--- config.mk ---
export PLATFORM = sky130hd
export DESIGN_NAME = asu_regs
export DESIGN_NICKNAME = d
export VERILOG_FILES = /design/src/asu_pkg.sv /design/src/asu_regs.sv
export SDC_FILE = /design/constraint.sdc
export NUM_CORES = 1
export LEC_CHECK = 0
export BUFFER_PORTS_ARGS = -buffer_cell sky130_fd_sc_hd__buf_2
export CAP_MARGIN = 20
export CORE_ASPECT_RATIO = 0.75
export CORE_MARGIN = 2
export CORE_UTILIZATION = 52
export DETAILED_ROUTE_END_ITERATION = 16
export GPL_TIMING_DRIVEN = 0
export PLACE_DENSITY_LB_ADDON = 0.25
export RECOVER_POWER = 50
export REMOVE_ABC_BUFFERS = 1
export SLEW_MARGIN = 25
export SYNTH_ARGS = -nofsm -noshare
export SYNTH_HDL_FRONTEND = slang
export SYNTH_SLANG_ARGS = --single-unit
--- constraint.sdc ---
create_clock -name clk_i -period 2.7 [get_ports clk_i]
set_input_delay 0.54 -clock clk_i [delete_from_list [all_inputs] [get_ports clk_i]]
set_output_delay 0.54 -clock clk_i [all_outputs]
set_load 0.1 [all_outputs]
--- src/asu_pkg.sv ---
// package for the async serial unit registers, status bits, rate dividers and interrupt events
package asu_pkg;
	// register indices and bus address width (printed offsets are not multiples of four)
	localparam logic [7:0] IDX_STATUS = 8'h50;
	localparam logic [7:0] IDX_DATA   = 8'h51;
	localparam logic [7:0] IDX_BAUD   = 8'h52;
	localparam logic [7:0] IDX_CTL1   = 8'h53;
	localparam logic [7:0] IDX_CTL2   = 8'h54;
	localparam logic [7:0] IDX_ERX    = 8'h55;
	localparam logic [7:0] IDX_ETX    = 8'h56;
	localparam logic [7:0] IDX_IRQ_EN  = 8'h57;
	localparam logic [7:0] IDX_IRQ_ST  = 8'h58;
	localparam logic [7:0] IDX_IRQ_CLR = 8'h59;
	localparam logic [7:0] IDX_RX_IN   = 8'h5a;
	localparam int         ADDR_W     = 10;
	// reset values
	localparam logic [7:0] STATUS_RST = 8'hc0;
	localparam logic [7:0] ZERO_RST   = 8'h00;
	// status bit positions
	localparam int ST_TXE  = 7;
	localparam int ST_TC   = 6;
	localparam int ST_RXF  = 5;
	localparam int ST_IDLE = 4;
	localparam int ST_OR   = 3;
	localparam int ST_NF   = 2;
	localparam int ST_FE   = 1;
	// field positions of the baud register, and the ninth-bit position in CTL1
	localparam int FS_LSB = 6;
	localparam int TX_LSB = 3;
	localparam int RX_LSB = 0;
	localparam int CTL1_R9 = 7;
	// fixed divide stage
	localparam int           FIXED_DIV = 16;
	localparam logic [3:0]   FIXED_MAX = 4'(FIXED_DIV - 1);
	// first stage factors minus one
	localparam logic [3:0] FS_F0 = 4'h0;
	localparam logic [3:0] FS_F1 = 4'h2;
	localparam logic [3:0] FS_F2 = 4'h3;
	localparam logic [3:0] FS_F3 = 4'hc;
	// interrupt event bits
	localparam int EV_RX   = 0;
	localparam int EV_TXE  = 1;
	localparam int EV_TC   = 2;
	localparam int EV_OR   = 3;
	localparam int EV_IDLE = 4;
	localparam int EV_W    = 5;

	typedef struct packed {
		logic       valid;
		logic [7:0] data;
		logic       ninth;
		logic       noise;
		logic       frame;
		logic       idle;
	} asu_rx_t;

	typedef enum logic [1:0] {
		ASU_IDLE = 2'b00,
		ASU_ACK  = 2'b01
	} asu_bus_t;
endpackage

--- src/asu_regs.sv ---
// async serial unit: data stores, rate dividers and register file
//
// Implementation choice: register access over Wishbone.
`timescale 1ns/100ps
module asu_regs
	import asu_pkg::*;
(
	// clock and reset
	input  wire logic             clk_i,
	input  wire logic             rst_i,
	// wishbone slave
	input  wire logic             cyc_i,
	input  wire logic             stb_i,
	input  wire logic             we_i,
	input  wire logic [ADDR_W-1:0] adr_i,
	input  wire logic [3:0]       sel_i,
	input  wire logic [31:0]      dat_i,
	output logic      [31:0]      dat_o,
	output logic                  ack_o,
	// outgoing shifter side
	output logic      [7:0]       tx_data_o,
	output logic                  tx_valid_o,
	input  wire logic             tx_take_i,
	input  wire logic             tx_done_i,
	// incoming shifter side
	input  wire asu_rx_t          rx_i,
	// rate ticks, one per bit period, taken after the fixed divide by 16
	output logic                  tx_tick_o,
	output logic                  rx_tick_o,
	// interrupt
	output logic                  irq_o
);
	// ************************************************************
	// bus decode
	// ************************************************************
	logic [7:0] idx;
	logic       req;
	logic       wr;
	logic       rd;
	asu_bus_t   bus_r;
	assign idx = adr_i[ADDR_W-1:2];
	assign req = cyc_i && stb_i && !ack_o && bus_r == ASU_IDLE;
	assign wr  = req && we_i && sel_i[0];
	assign rd  = req && !we_i;

	// ************************************************************
	// per-register strobes
	// ************************************************************
	logic hit_status;
	logic hit_data;
	logic hit_baud;
	logic hit_ctl1;
	logic hit_ctl2;
	logic hit_erx;
	logic hit_etx;
	logic hit_irq_en;
	assign hit_status = idx == IDX_STATUS;
	assign hit_data   = idx == IDX_DATA;
	assign hit_baud   = idx == IDX_BAUD;
	assign hit_ctl1   = idx == IDX_CTL1;
	assign hit_ctl2   = idx == IDX_CTL2;
	assign hit_erx    = idx == IDX_ERX;
	assign hit_etx    = idx == IDX_ETX;
	assign hit_irq_en = idx == IDX_IRQ_EN;

	always_ff @(posedge clk_i) begin
		if (rst_i) begin
			bus_r <= ASU_IDLE;
			ack_o <= 1'b0;
		end else begin
			ack_o <= req;
			case (bus_r)
				ASU_IDLE: bus_r <= req ? ASU_ACK : ASU_IDLE;
				ASU_ACK:  bus_r <= ASU_IDLE;
				default:  bus_r <= ASU_IDLE;
			endcase
		end
	end

	// ************************************************************
	// registers
	// ************************************************************
	logic [7:0] status;
	logic       txe_r;
	logic       tc_r;
	logic       rxf_r;
	logic       idle_r;
	logic       ovr_r;
	logic       nf_r;
	logic       fe_r;
	logic       rx_load;
	logic       rx_over;
	logic [7:0] tx_store_r;
	logic [7:0] rx_store_r;
	logic [7:0] baud_r;
	logic [7:0] ctl1_r;
	logic [7:0] ctl2_r;
	logic [7:0] erx_r;
	logic [7:0] etx_r;
	logic [EV_W-1:0] irq_en_r;
	logic [EV_W-1:0] irq_st_r;
	logic       armed_r;
	logic       tx_pend_r;
	logic [EV_W-1:0] ev;

	always_ff @(posedge clk_i) begin
		if (rst_i) begin
			baud_r <= ZERO_RST;
		end else if (wr && hit_baud) begin
			baud_r <= dat_i[7:0];
		end
	end

	always_ff @(posedge clk_i) begin
		if (rst_i) begin
			erx_r <= ZERO_RST;
		end else if (wr && hit_erx) begin
			erx_r <= dat_i[7:0];
		end
	end

	always_ff @(posedge clk_i) begin
		if (rst_i) begin
			etx_r <= ZERO_RST;
		end else if (wr && hit_etx) begin
			etx_r <= dat_i[7:0];
		end
	end

	always_ff @(posedge clk_i) begin
		if (rst_i) begin
			ctl2_r <= ZERO_RST;
		end else if (wr && hit_ctl2) begin
			ctl2_r <= dat_i[7:0];
		end
	end

	always_ff @(posedge clk_i) begin
		if (rst_i) begin
			irq_en_r <= '0;
		end else if (wr && hit_irq_en) begin
			irq_en_r <= dat_i[EV_W-1:0];
		end
	end

	// bit 7 follows the stored character, so software cannot write it
	always_ff @(posedge clk_i) begin
		if (rst_i) begin
			ctl1_r <= ZERO_RST;
		end else begin
			if (wr && hit_ctl1) begin
				ctl1_r[CTL1_R9-1:0] <= dat_i[CTL1_R9-1:0];
			end
			if (rx_load) begin
				ctl1_r[CTL1_R9] <= rx_i.ninth;
			end
		end
	end

	// two separate stores; no reset, content undefined until used
	always_ff @(posedge clk_i) begin
		if (wr && idx == IDX_DATA) tx_store_r <= dat_i[7:0];
		if (rx_load) rx_store_r <= rx_i.data;
	end

	// transmit hand-off to the shifter
	always_ff @(posedge clk_i) begin
		if (rst_i) tx_pend_r <= 1'b0;
		else if (wr && idx == IDX_DATA) tx_pend_r <= 1'b1;
		else if (tx_take_i) tx_pend_r <= 1'b0;
	end
	assign tx_data_o  = tx_store_r;
	assign tx_valid_o = tx_pend_r;

	// status flags; a hardware set wins over the software clear
	logic clr_rx;
	logic clr_tx;
	assign clr_rx = armed_r && rd && idx == IDX_DATA;
	assign clr_tx = armed_r && wr && idx == IDX_DATA;
	// a character that meets the clearing read is stored, not lost
	assign rx_load = rx_i.valid && (!rxf_r || clr_rx);
	assign rx_over = rx_i.valid && !rx_load;

	always_ff @(posedge clk_i) begin
		if (rst_i) begin
			armed_r <= 1'b0;
		end else if (req && hit_status) begin
			armed_r <= 1'b1;
		end else if (clr_rx || clr_tx) begin
			armed_r <= 1'b0;
		end
	end

	always_ff @(posedge clk_i) begin
		if (rst_i) begin
			txe_r <= STATUS_RST[ST_TXE];
		end else if (tx_take_i) begin
			txe_r <= 1'b1;
		end else if (wr && hit_data) begin
			txe_r <= 1'b0;
		end
	end

	always_ff @(posedge clk_i) begin
		if (rst_i) begin
			tc_r <= STATUS_RST[ST_TC];
		end else if (tx_done_i) begin
			tc_r <= 1'b1;
		end else if (clr_tx) begin
			tc_r <= 1'b0;
		end
	end

	always_ff @(posedge clk_i) begin
		if (rst_i) begin
			rxf_r <= STATUS_RST[ST_RXF];
		end else if (rx_load) begin
			rxf_r <= 1'b1;
		end else if (clr_rx) begin
			rxf_r <= 1'b0;
		end
	end

	always_ff @(posedge clk_i) begin
		if (rst_i) begin
			ovr_r <= STATUS_RST[ST_OR];
		end else if (rx_over) begin
			ovr_r <= 1'b1;
		end else if (clr_rx) begin
			ovr_r <= 1'b0;
		end
	end

	always_ff @(posedge clk_i) begin
		if (rst_i) begin
			nf_r <= STATUS_RST[ST_NF];
			fe_r <= STATUS_RST[ST_FE];
		end else if (rx_load) begin
			nf_r <= rx_i.noise;
			fe_r <= rx_i.frame;
		end else if (clr_rx) begin
			nf_r <= 1'b0;
			fe_r <= 1'b0;
		end
	end

	always_ff @(posedge clk_i) begin
		if (rst_i) begin
			idle_r <= STATUS_RST[ST_IDLE];
		end else if (rx_i.idle) begin
			idle_r <= 1'b1;
		end else if (clr_rx) begin
			idle_r <= 1'b0;
		end
	end

	always_comb begin
		status          = '0;
		status[ST_TXE]  = txe_r;
		status[ST_TC]   = tc_r;
		status[ST_RXF]  = rxf_r;
		status[ST_IDLE] = idle_r;
		status[ST_OR]   = ovr_r;
		status[ST_NF]   = nf_r;
		status[ST_FE]   = fe_r;
	end

	// ************************************************************
	// interrupts
	// ************************************************************
	assign ev[EV_RX]   = rx_i.valid;
	assign ev[EV_TXE]  = tx_take_i;
	assign ev[EV_TC]   = tx_done_i;
	assign ev[EV_OR]   = rx_over;
	assign ev[EV_IDLE] = rx_i.idle;
	always_ff @(posedge clk_i) begin
		if (rst_i) begin
			irq_st_r <= '0;
			irq_o    <= 1'b0;
		end else begin
			if (wr && idx == IDX_IRQ_CLR)
				irq_st_r <= (irq_st_r & ~dat_i[EV_W-1:0]) | ev;
			else
				irq_st_r <= irq_st_r | ev;
			irq_o <= |(irq_st_r & irq_en_r);
		end
	end

	// ************************************************************
	// read mux
	// ************************************************************
	always_ff @(posedge clk_i) begin
		if (rst_i) dat_o <= '0;
		else if (rd) begin
			case (idx)
				IDX_STATUS:  dat_o <= {24'h0, status};
				IDX_DATA:    dat_o <= {24'h0, rx_store_r};
				IDX_BAUD:    dat_o <= {24'h0, baud_r};
				IDX_CTL1:    dat_o <= {24'h0, ctl1_r};
				IDX_CTL2:    dat_o <= {24'h0, ctl2_r};
				IDX_ERX:     dat_o <= {24'h0, erx_r};
				IDX_ETX:     dat_o <= {24'h0, etx_r};
				IDX_IRQ_EN:  dat_o <= {27'h0, irq_en_r};
				IDX_IRQ_ST:  dat_o <= {27'h0, irq_st_r};
				default:     dat_o <= 32'h0;
			endcase
		end
	end

	// ************************************************************
	// rate chains, one per direction
	// ************************************************************
	logic [3:0] fs_max;
	always_comb begin
		case (baud_r[FS_LSB+:2])
			2'b00:   fs_max = FS_F0;
			2'b01:   fs_max = FS_F1;
			2'b10:   fs_max = FS_F2;
			default: fs_max = FS_F3;
		endcase
	end

	logic [1:0] tick_out;
	generate
		for (genvar d = 0; d < 2; d++) begin : g_chain
			logic [3:0] fs_r;
			logic [6:0] pw_r;
			logic [3:0] fx_r;
			logic [7:0] ex_r;
			logic [2:0] code;
			logic [7:0] ext;
			logic       fs_end;
			logic       pw_end;
			logic       fx_end;
			logic       tk_r;
			// d 0 is transmit, d 1 is receive
			assign code = d == 0 ? baud_r[TX_LSB+:3] : baud_r[RX_LSB+:3];
			assign ext  = d == 0 ? etx_r : erx_r;
			assign fs_end = fs_r == fs_max;
			// conventional: power-of-two divisor after first stage; extended bypasses both
			assign pw_end = ext != ZERO_RST || pw_r == 7'((8'h1 << code) - 8'h1);
			assign fx_end = fx_r == FIXED_MAX;
			always_ff @(posedge clk_i) begin
				if (rst_i) begin
					fs_r <= '0;
					pw_r <= '0;
					fx_r <= '0;
					ex_r <= '0;
					tk_r <= 1'b0;
				end else begin
					tk_r <= 1'b0;
					if (ext != ZERO_RST || fs_end) fs_r <= '0;
					else fs_r <= fs_r + 4'h1;
					if (ext != ZERO_RST || fs_end) begin
						pw_r <= pw_end ? 7'h0 : pw_r + 7'h1;
						if (pw_end) begin
							fx_r <= fx_end ? 4'h0 : fx_r + 4'h1;
							if (fx_end) begin
								if (ext == ZERO_RST) tk_r <= 1'b1;
								else if (ex_r >= ext - 8'h1) begin
									ex_r <= '0;
									tk_r <= 1'b1;
								end else ex_r <= ex_r + 8'h1;
							end
						end
					end
				end
			end
			assign tick_out[d] = tk_r;
		end
	endgenerate
	assign tx_tick_o = tick_out[0];
	assign rx_tick_o = tick_out[1];
endmodule

Word level (Yosys, flattened, before mapping):

Cells that the tools add are included.

* register bits after elaboration: 159
* latch bits: 0
* RAM bits: 0
* bits in read-only memories: 0
* bits of input ports: 66
* logic and storage cells: 159
* memories: 0

* add/subtract/negate cells: 12
* multipliers: 0
* divide/modulo/power cells: 0
* order comparisons: 2
* equal/unequal tests: 18
* shifts and indexed selects: 2
* mux-type cells: 24
* bitwise gates (word level): 14
* reductions and logical operators: 54

Operators with widths (count)
* == test 8 x 7 -> 1 bit, second input constant: 10
* one-hot mux 8 bit (9 select lines): 1
* logical AND 1 bit: 21
* adder 4 x 1 -> 4 bit, second input constant: 4
* adder 8 x 1 -> 8 bit, second input constant: 2
* greater-or-equal comparator 8 bit: 2
* zero test 8 bit: 2
* 2-to-1 mux 8 bit: 2
* nonzero test 8 bit: 2
* subtractor 8 x 1 -> 8 bit, second input constant: 2
* 2-to-1 mux 1 bit: 15
* adder 7 x 1 -> 7 bit, second input constant: 2
* == test 7 bit: 2
* 2-to-1 mux 7 bit: 2
* left shift 1 x 3 -> 7 bit, first input constant: 2
* subtractor 7 x 1 -> 7 bit, second input constant: 2
* one-hot mux 4 bit (3 select lines): 1
* AND 5 bit: 2
* bitwise OR 5 bit: 2
* nonzero test 2 bit: 5
* OR reduction 2 bit: 5
* inverter 1 bit: 9
* == test 4 bit: 2
* == test 4 bit, second input constant: 2
* other kinds (12): 25

Logic depth before layout (Yosys ltp):

* depth in word-level cells: 12
* mapped depth: 10
* mapped depth without buffers: 9

Least setup slack after synthesis:

No wires, ideal clock.

* kind: flip-flop to flip-flop
* start: register baud_r[4]
* end: register g_chain[0].fx_r[2]
* library setup time: 121 ps
* arrival: 2793 ps
* slack: -213 ps
* stages on the path, launching flop included: 10
* period minus slack after synthesis: 2913 ps
* cells stage by stage: dfxtp_1 > clkbuf_1 > or3_1 > ha_1 > and4_1 > or4_1 > a221oi_2 > o211ai_2 > a21oi_1 > mux2_2

* word-level cells in the longest chain between the ends: 5

Ends and longest elaborated chain
* from (decl): line asu_regs.sv:95 `logic [7:0] baud_r;`
* from (signal assigned): line asu_regs.sv:110 `baud_r <= dat_i[7:0];`
* left shift 1 x 3 -> 7 bit: line asu_regs.sv:341 `assign pw_end = ext != ZERO_RST || pw_r == 7'((8'h1 << code) - 8'h1);`
* subtractor 7 x 1 -> 7 bit: line asu_regs.sv:341
* == test 7 bit: line asu_regs.sv:341
* logical OR 1 bit: line asu_regs.sv:341
* AND reduction 2 bit (no source line)
* to (signal assigned): line asu_regs.sv:357 `fx_r <= fx_end ? 4'h0 : fx_r + 4'h1;`
* to (decl): line asu_regs.sv:328 `logic [3:0] fx_r;`

Every way passes these cells.
A chain may end at the register's enable or synchronous reset.

Worst setup path in the final report:

* start: register baud_r[1]
* end: register g_chain[1].fx_r[2]

* word-level cells in the longest chain between the ends: 5

Ends and longest elaborated chain (line)
* left shift 1 x 3 -> 7 bit: asu_regs.sv:341
* subtractor 7 x 1 -> 7 bit: asu_regs.sv:341
* == test 7 bit: asu_regs.sv:341
* logical OR 1 bit: asu_regs.sv:341
* AND reduction 2 bit (no source line)
* to (signal assigned): asu_regs.sv:357
* to (decl): asu_regs.sv:328

Every way passes these cells.

==> metrics.yaml <==
synthesis:
  syn_inst: 806
  async_flop_share_pct: 0
  netlist_area_sq_um: 7103
  yosys_warnings: 0
  yosysSeqAreaShare_pct: 40.02
  ys_ff_latch: 134
  synth-main-ff-cell: "dfxtp_1"
  synth.distinct_cells: 67
  synth_edf_count: 16
  syn_avg_cell_area_sq_um: 8.813
worst_setup_path:
  crit_fanout: 6
  max_stage_delay_ns: 0.49
  crit_path_start: "baud_r[1]"
  crit_chain: "or3_4 -> ha_4 -> nor3b_4 -> or4_4 -> a221oi_4 -> a31oi_4 -> or3_4 -> a21oi_2"
  cp-end-kind: "flip-flop"
  critPathRequiredTime_ns: 3.04
  worstPathArrival_ns: 3.01
  r2r-start: "baud_r[1]"
  path_class: "flip-flop to flip-flop"
  critical_path_buf_inv_count: 0
  critical_path.startpoint_type: "flip-flop"
  cp_top_family: "simple AND/OR/NAND/NOR gates"
  crit_path_top_delay_cell: "or4_4"
  crit_path_frequent_cell: "or3_4"
finish:
  layout.cells.most_common: "dfxtp_1"
  area_growth_pct: 18.44
  fin_area_sq_um: 8413
  nets: 965
  antennaDiodeCount: 0
  layout_common_cells: "112 x dfxtp_1, 96 x nand2_1, 61 x a21oi_1"
  final_cells: 1051
  drive_above_1_share_pct: 16.14
clock_tree:
  root_buffer: "clkbuf_16"
  clockBufferDepth: 2
  cts_buffers: 17
  htreeDepth: 4
  path_clk_slew_ns: 0.06
  tritoncts: "built"
  cts.sinks: 134
  clkLatencyLatePin_ns: 0.42
grt:
  groute.usage.overall_pct: 25.98
  grt_max_degree: 56
  grt_pass1_vias: 6044
  overflow: 0
  antenna_found_initial: 0
  grt_pass1_wl_microns: 30770
sta:
  slew_headroom_pct: 20.46
  fin_crit_sh_pct: 98.83
  min_period_ns: 2.668
  finalClockSkew_ns: 0.005871
  fmax_mhz: 374.8
  finalSetupViolCount: 0
  worstMarginPinSlew_ns: 1.193
  slew_viol_final: 0
  hold_violations: 0
  rsz0062_at_grt: "yes"
drt:
  drc: 0
  ant_nets: 0
  viasPerCell: 6.082
  dr.pass1.iters: 6
  detail_route.wl_per_cell_microns: 18.59
  vias: 6392
  first_iter_violations: 759
  drt-total-wl_microns: 19540
die:
  start_util_pct: 54.00
  rows: 36
  io_pins: 111
  core_sq_um: 13150
  die_h_microns: 105.2
  die_x_microns: 139.0
  die_area_sq_um: 14620
place:
  dp_hpwl_microns: 13050
  portBuffers: 57
  dp.cells: 996
  gp_congestion: 0.8870
  placed_area_sq_um: 7408
min_path:
  hp-class: "primary input to flip-flop"
  min_from: "rx_i[7]"
flow_run:
  maxCapViolCount: 0
power:
  p_leak_nw: 3.259
  ir_worst_vdd_mv: 0.4944
  power_density_nw_per_um2: 588.3
outcome:
  status: "finished, final reports clean"
-- timing repair --
action                                  CTS  global route
hold buffers                              0             0
resized for setup                        26            26
endpoints found under the setup margin   69            65
buffers inserted                         11            12
hold endpoints to repair                  0             0
gates cloned                              0             0
pin swaps                                11            17
-- metrics by stage --
| step | setup TNS (ns) | hold slack, ns | power (mW) | worst slack [ns] | utilization [%] |
|---|---|---|---|---|---|
| finish | 0 | 0.2891 | 4.949 | 0.03163 | 63.97 |
| global route | -0.8300 | 0.2816 | 5.072 | -0.1059 | 63.97 |
| CTS | 0 | 0.2867 | 4.944 | 0.005595 | 62.56 |
| detailed placement | -31.92 | 0.4428 | 2.460 | -1.152 | 56.33 |
| global placement | -72.92 | 0.4402 | 2.445 | -1.695 | 55.88 |
| floorplan | -7.450 | 0.4274 | 2.334 | -0.4120 | - |
-- metal layers --
| metal | track usage, % | share of wire (%) | routed length, microns | vias up |
|---|---|---|---|---|
| li1 | - | - | - | 2987 |
| met1 | 35.51 | 42 | 8162 | 3036 |
| met2 | 39.73 | 45 | 8804 | 331 |
| met3 | 8.087 | 11 | 2235 | 38 |
| met4 | 7.359 | 1.7 | 339 | 0 |
| met5 | 1.754 | 0 | 0 | - |
-- final timing paths --
| kind | endpoint | slack (ns) | cells after the start |
|---|---|---|---|
| worst min register to register | ctl2_r[3] | 0.46 | 2 |
| worst max register to register | g_chain[1].fx_r[2] | 0.03 | 8 |
| worst max-delay path | g_chain[1].fx_r[2] | 0.03 | 8 |
| worst min-delay path | rx_store_r[3] | 0.29 | 1 |
-- flip-flops by register name, indices dropped and copies added (netlist names), 5 cells and up --
| signal | count |
|---|---|
| rx_store_r | 8 |
| dat_o | 8 |
| g_chain.ex_r | 16 |
| ctl1_r | 8 |
| g_chain.fs_r | 8 |
| g_chain.pw_r | 14 |
| ctl2_r | 8 |
| irq_en_r | 5 |
| erx_r | 8 |
| irq_st_r | 5 |
| etx_r | 8 |
| baud_r | 8 |
| g_chain.fx_r | 8 |
| tx_data_o | 8 |
-- area by class of cell --
type                            count  area [sq um]
Inverter                           14         56.30
Multi-Input combinational cell    617          4160
Tap cell                          171         214.0
Timing Repair Buffer               83         479.2
Clock inverter                     13         183.9
Sequential cell                   134          2865
Clock buffer                       19         454.2
Fill cell                        1071          4740
-- synth_stat cells (8+ instances only) --
cell type	count	area, sq um
inv_1	14	52.55
nand3_1	56	280.3
o21ai_0	20	100.1
clkbuf_1	31	116.4
nor3b_1	8	60.06
nor2b_1	8	50.05
a21oi_1	65	325.3
and3_1	9	56.30
buf_4	24	180.2
a22oi_1	9	67.56
xor2_1	21	183.9
nand4_1	10	62.56
xnor2_1	27	236.5
o211ai_1	8	60.06
edfxtp_1	16	480.5
ha_1	32	400.4
nor3_1	29	145.1
mux2i_1	25	250.2
dfxtp_1	118	2362
nand2_1	97	364.1
a211oi_1	15	112.6
nor2_1	58	217.7
-- worst register-to-register path, cell delays in order (launching register included) --
cell,delay [ns]
dfxtp_4,0.35
or3_4,0.40
ha_4,0.19
nor3b_4,0.15
or4_4,0.49
a221oi_4,0.31
a31oi_4,0.20
or3_4,0.40
a21oi_2,0.11
-- where the power goes --
part	internal, mW	switching, mW
registers	2.04	0.0231
clock network	1.54	0.981
logic	0.0678	0.295
-- logic make-up after synthesis --
group | share of synthesized area, %
AND/OR/NAND/NOR | 21.68
AO/OA/AOI/OAI | 15.43
flip-flops | 40.02
buffers and inverters | 5.513
XOR/XNOR | 5.919
multiplexers | 5.742
adder cells (fa/ha/maj) | 5.637
other | 0.05279
No activity file was read; power rests on OpenSTA's default activity.
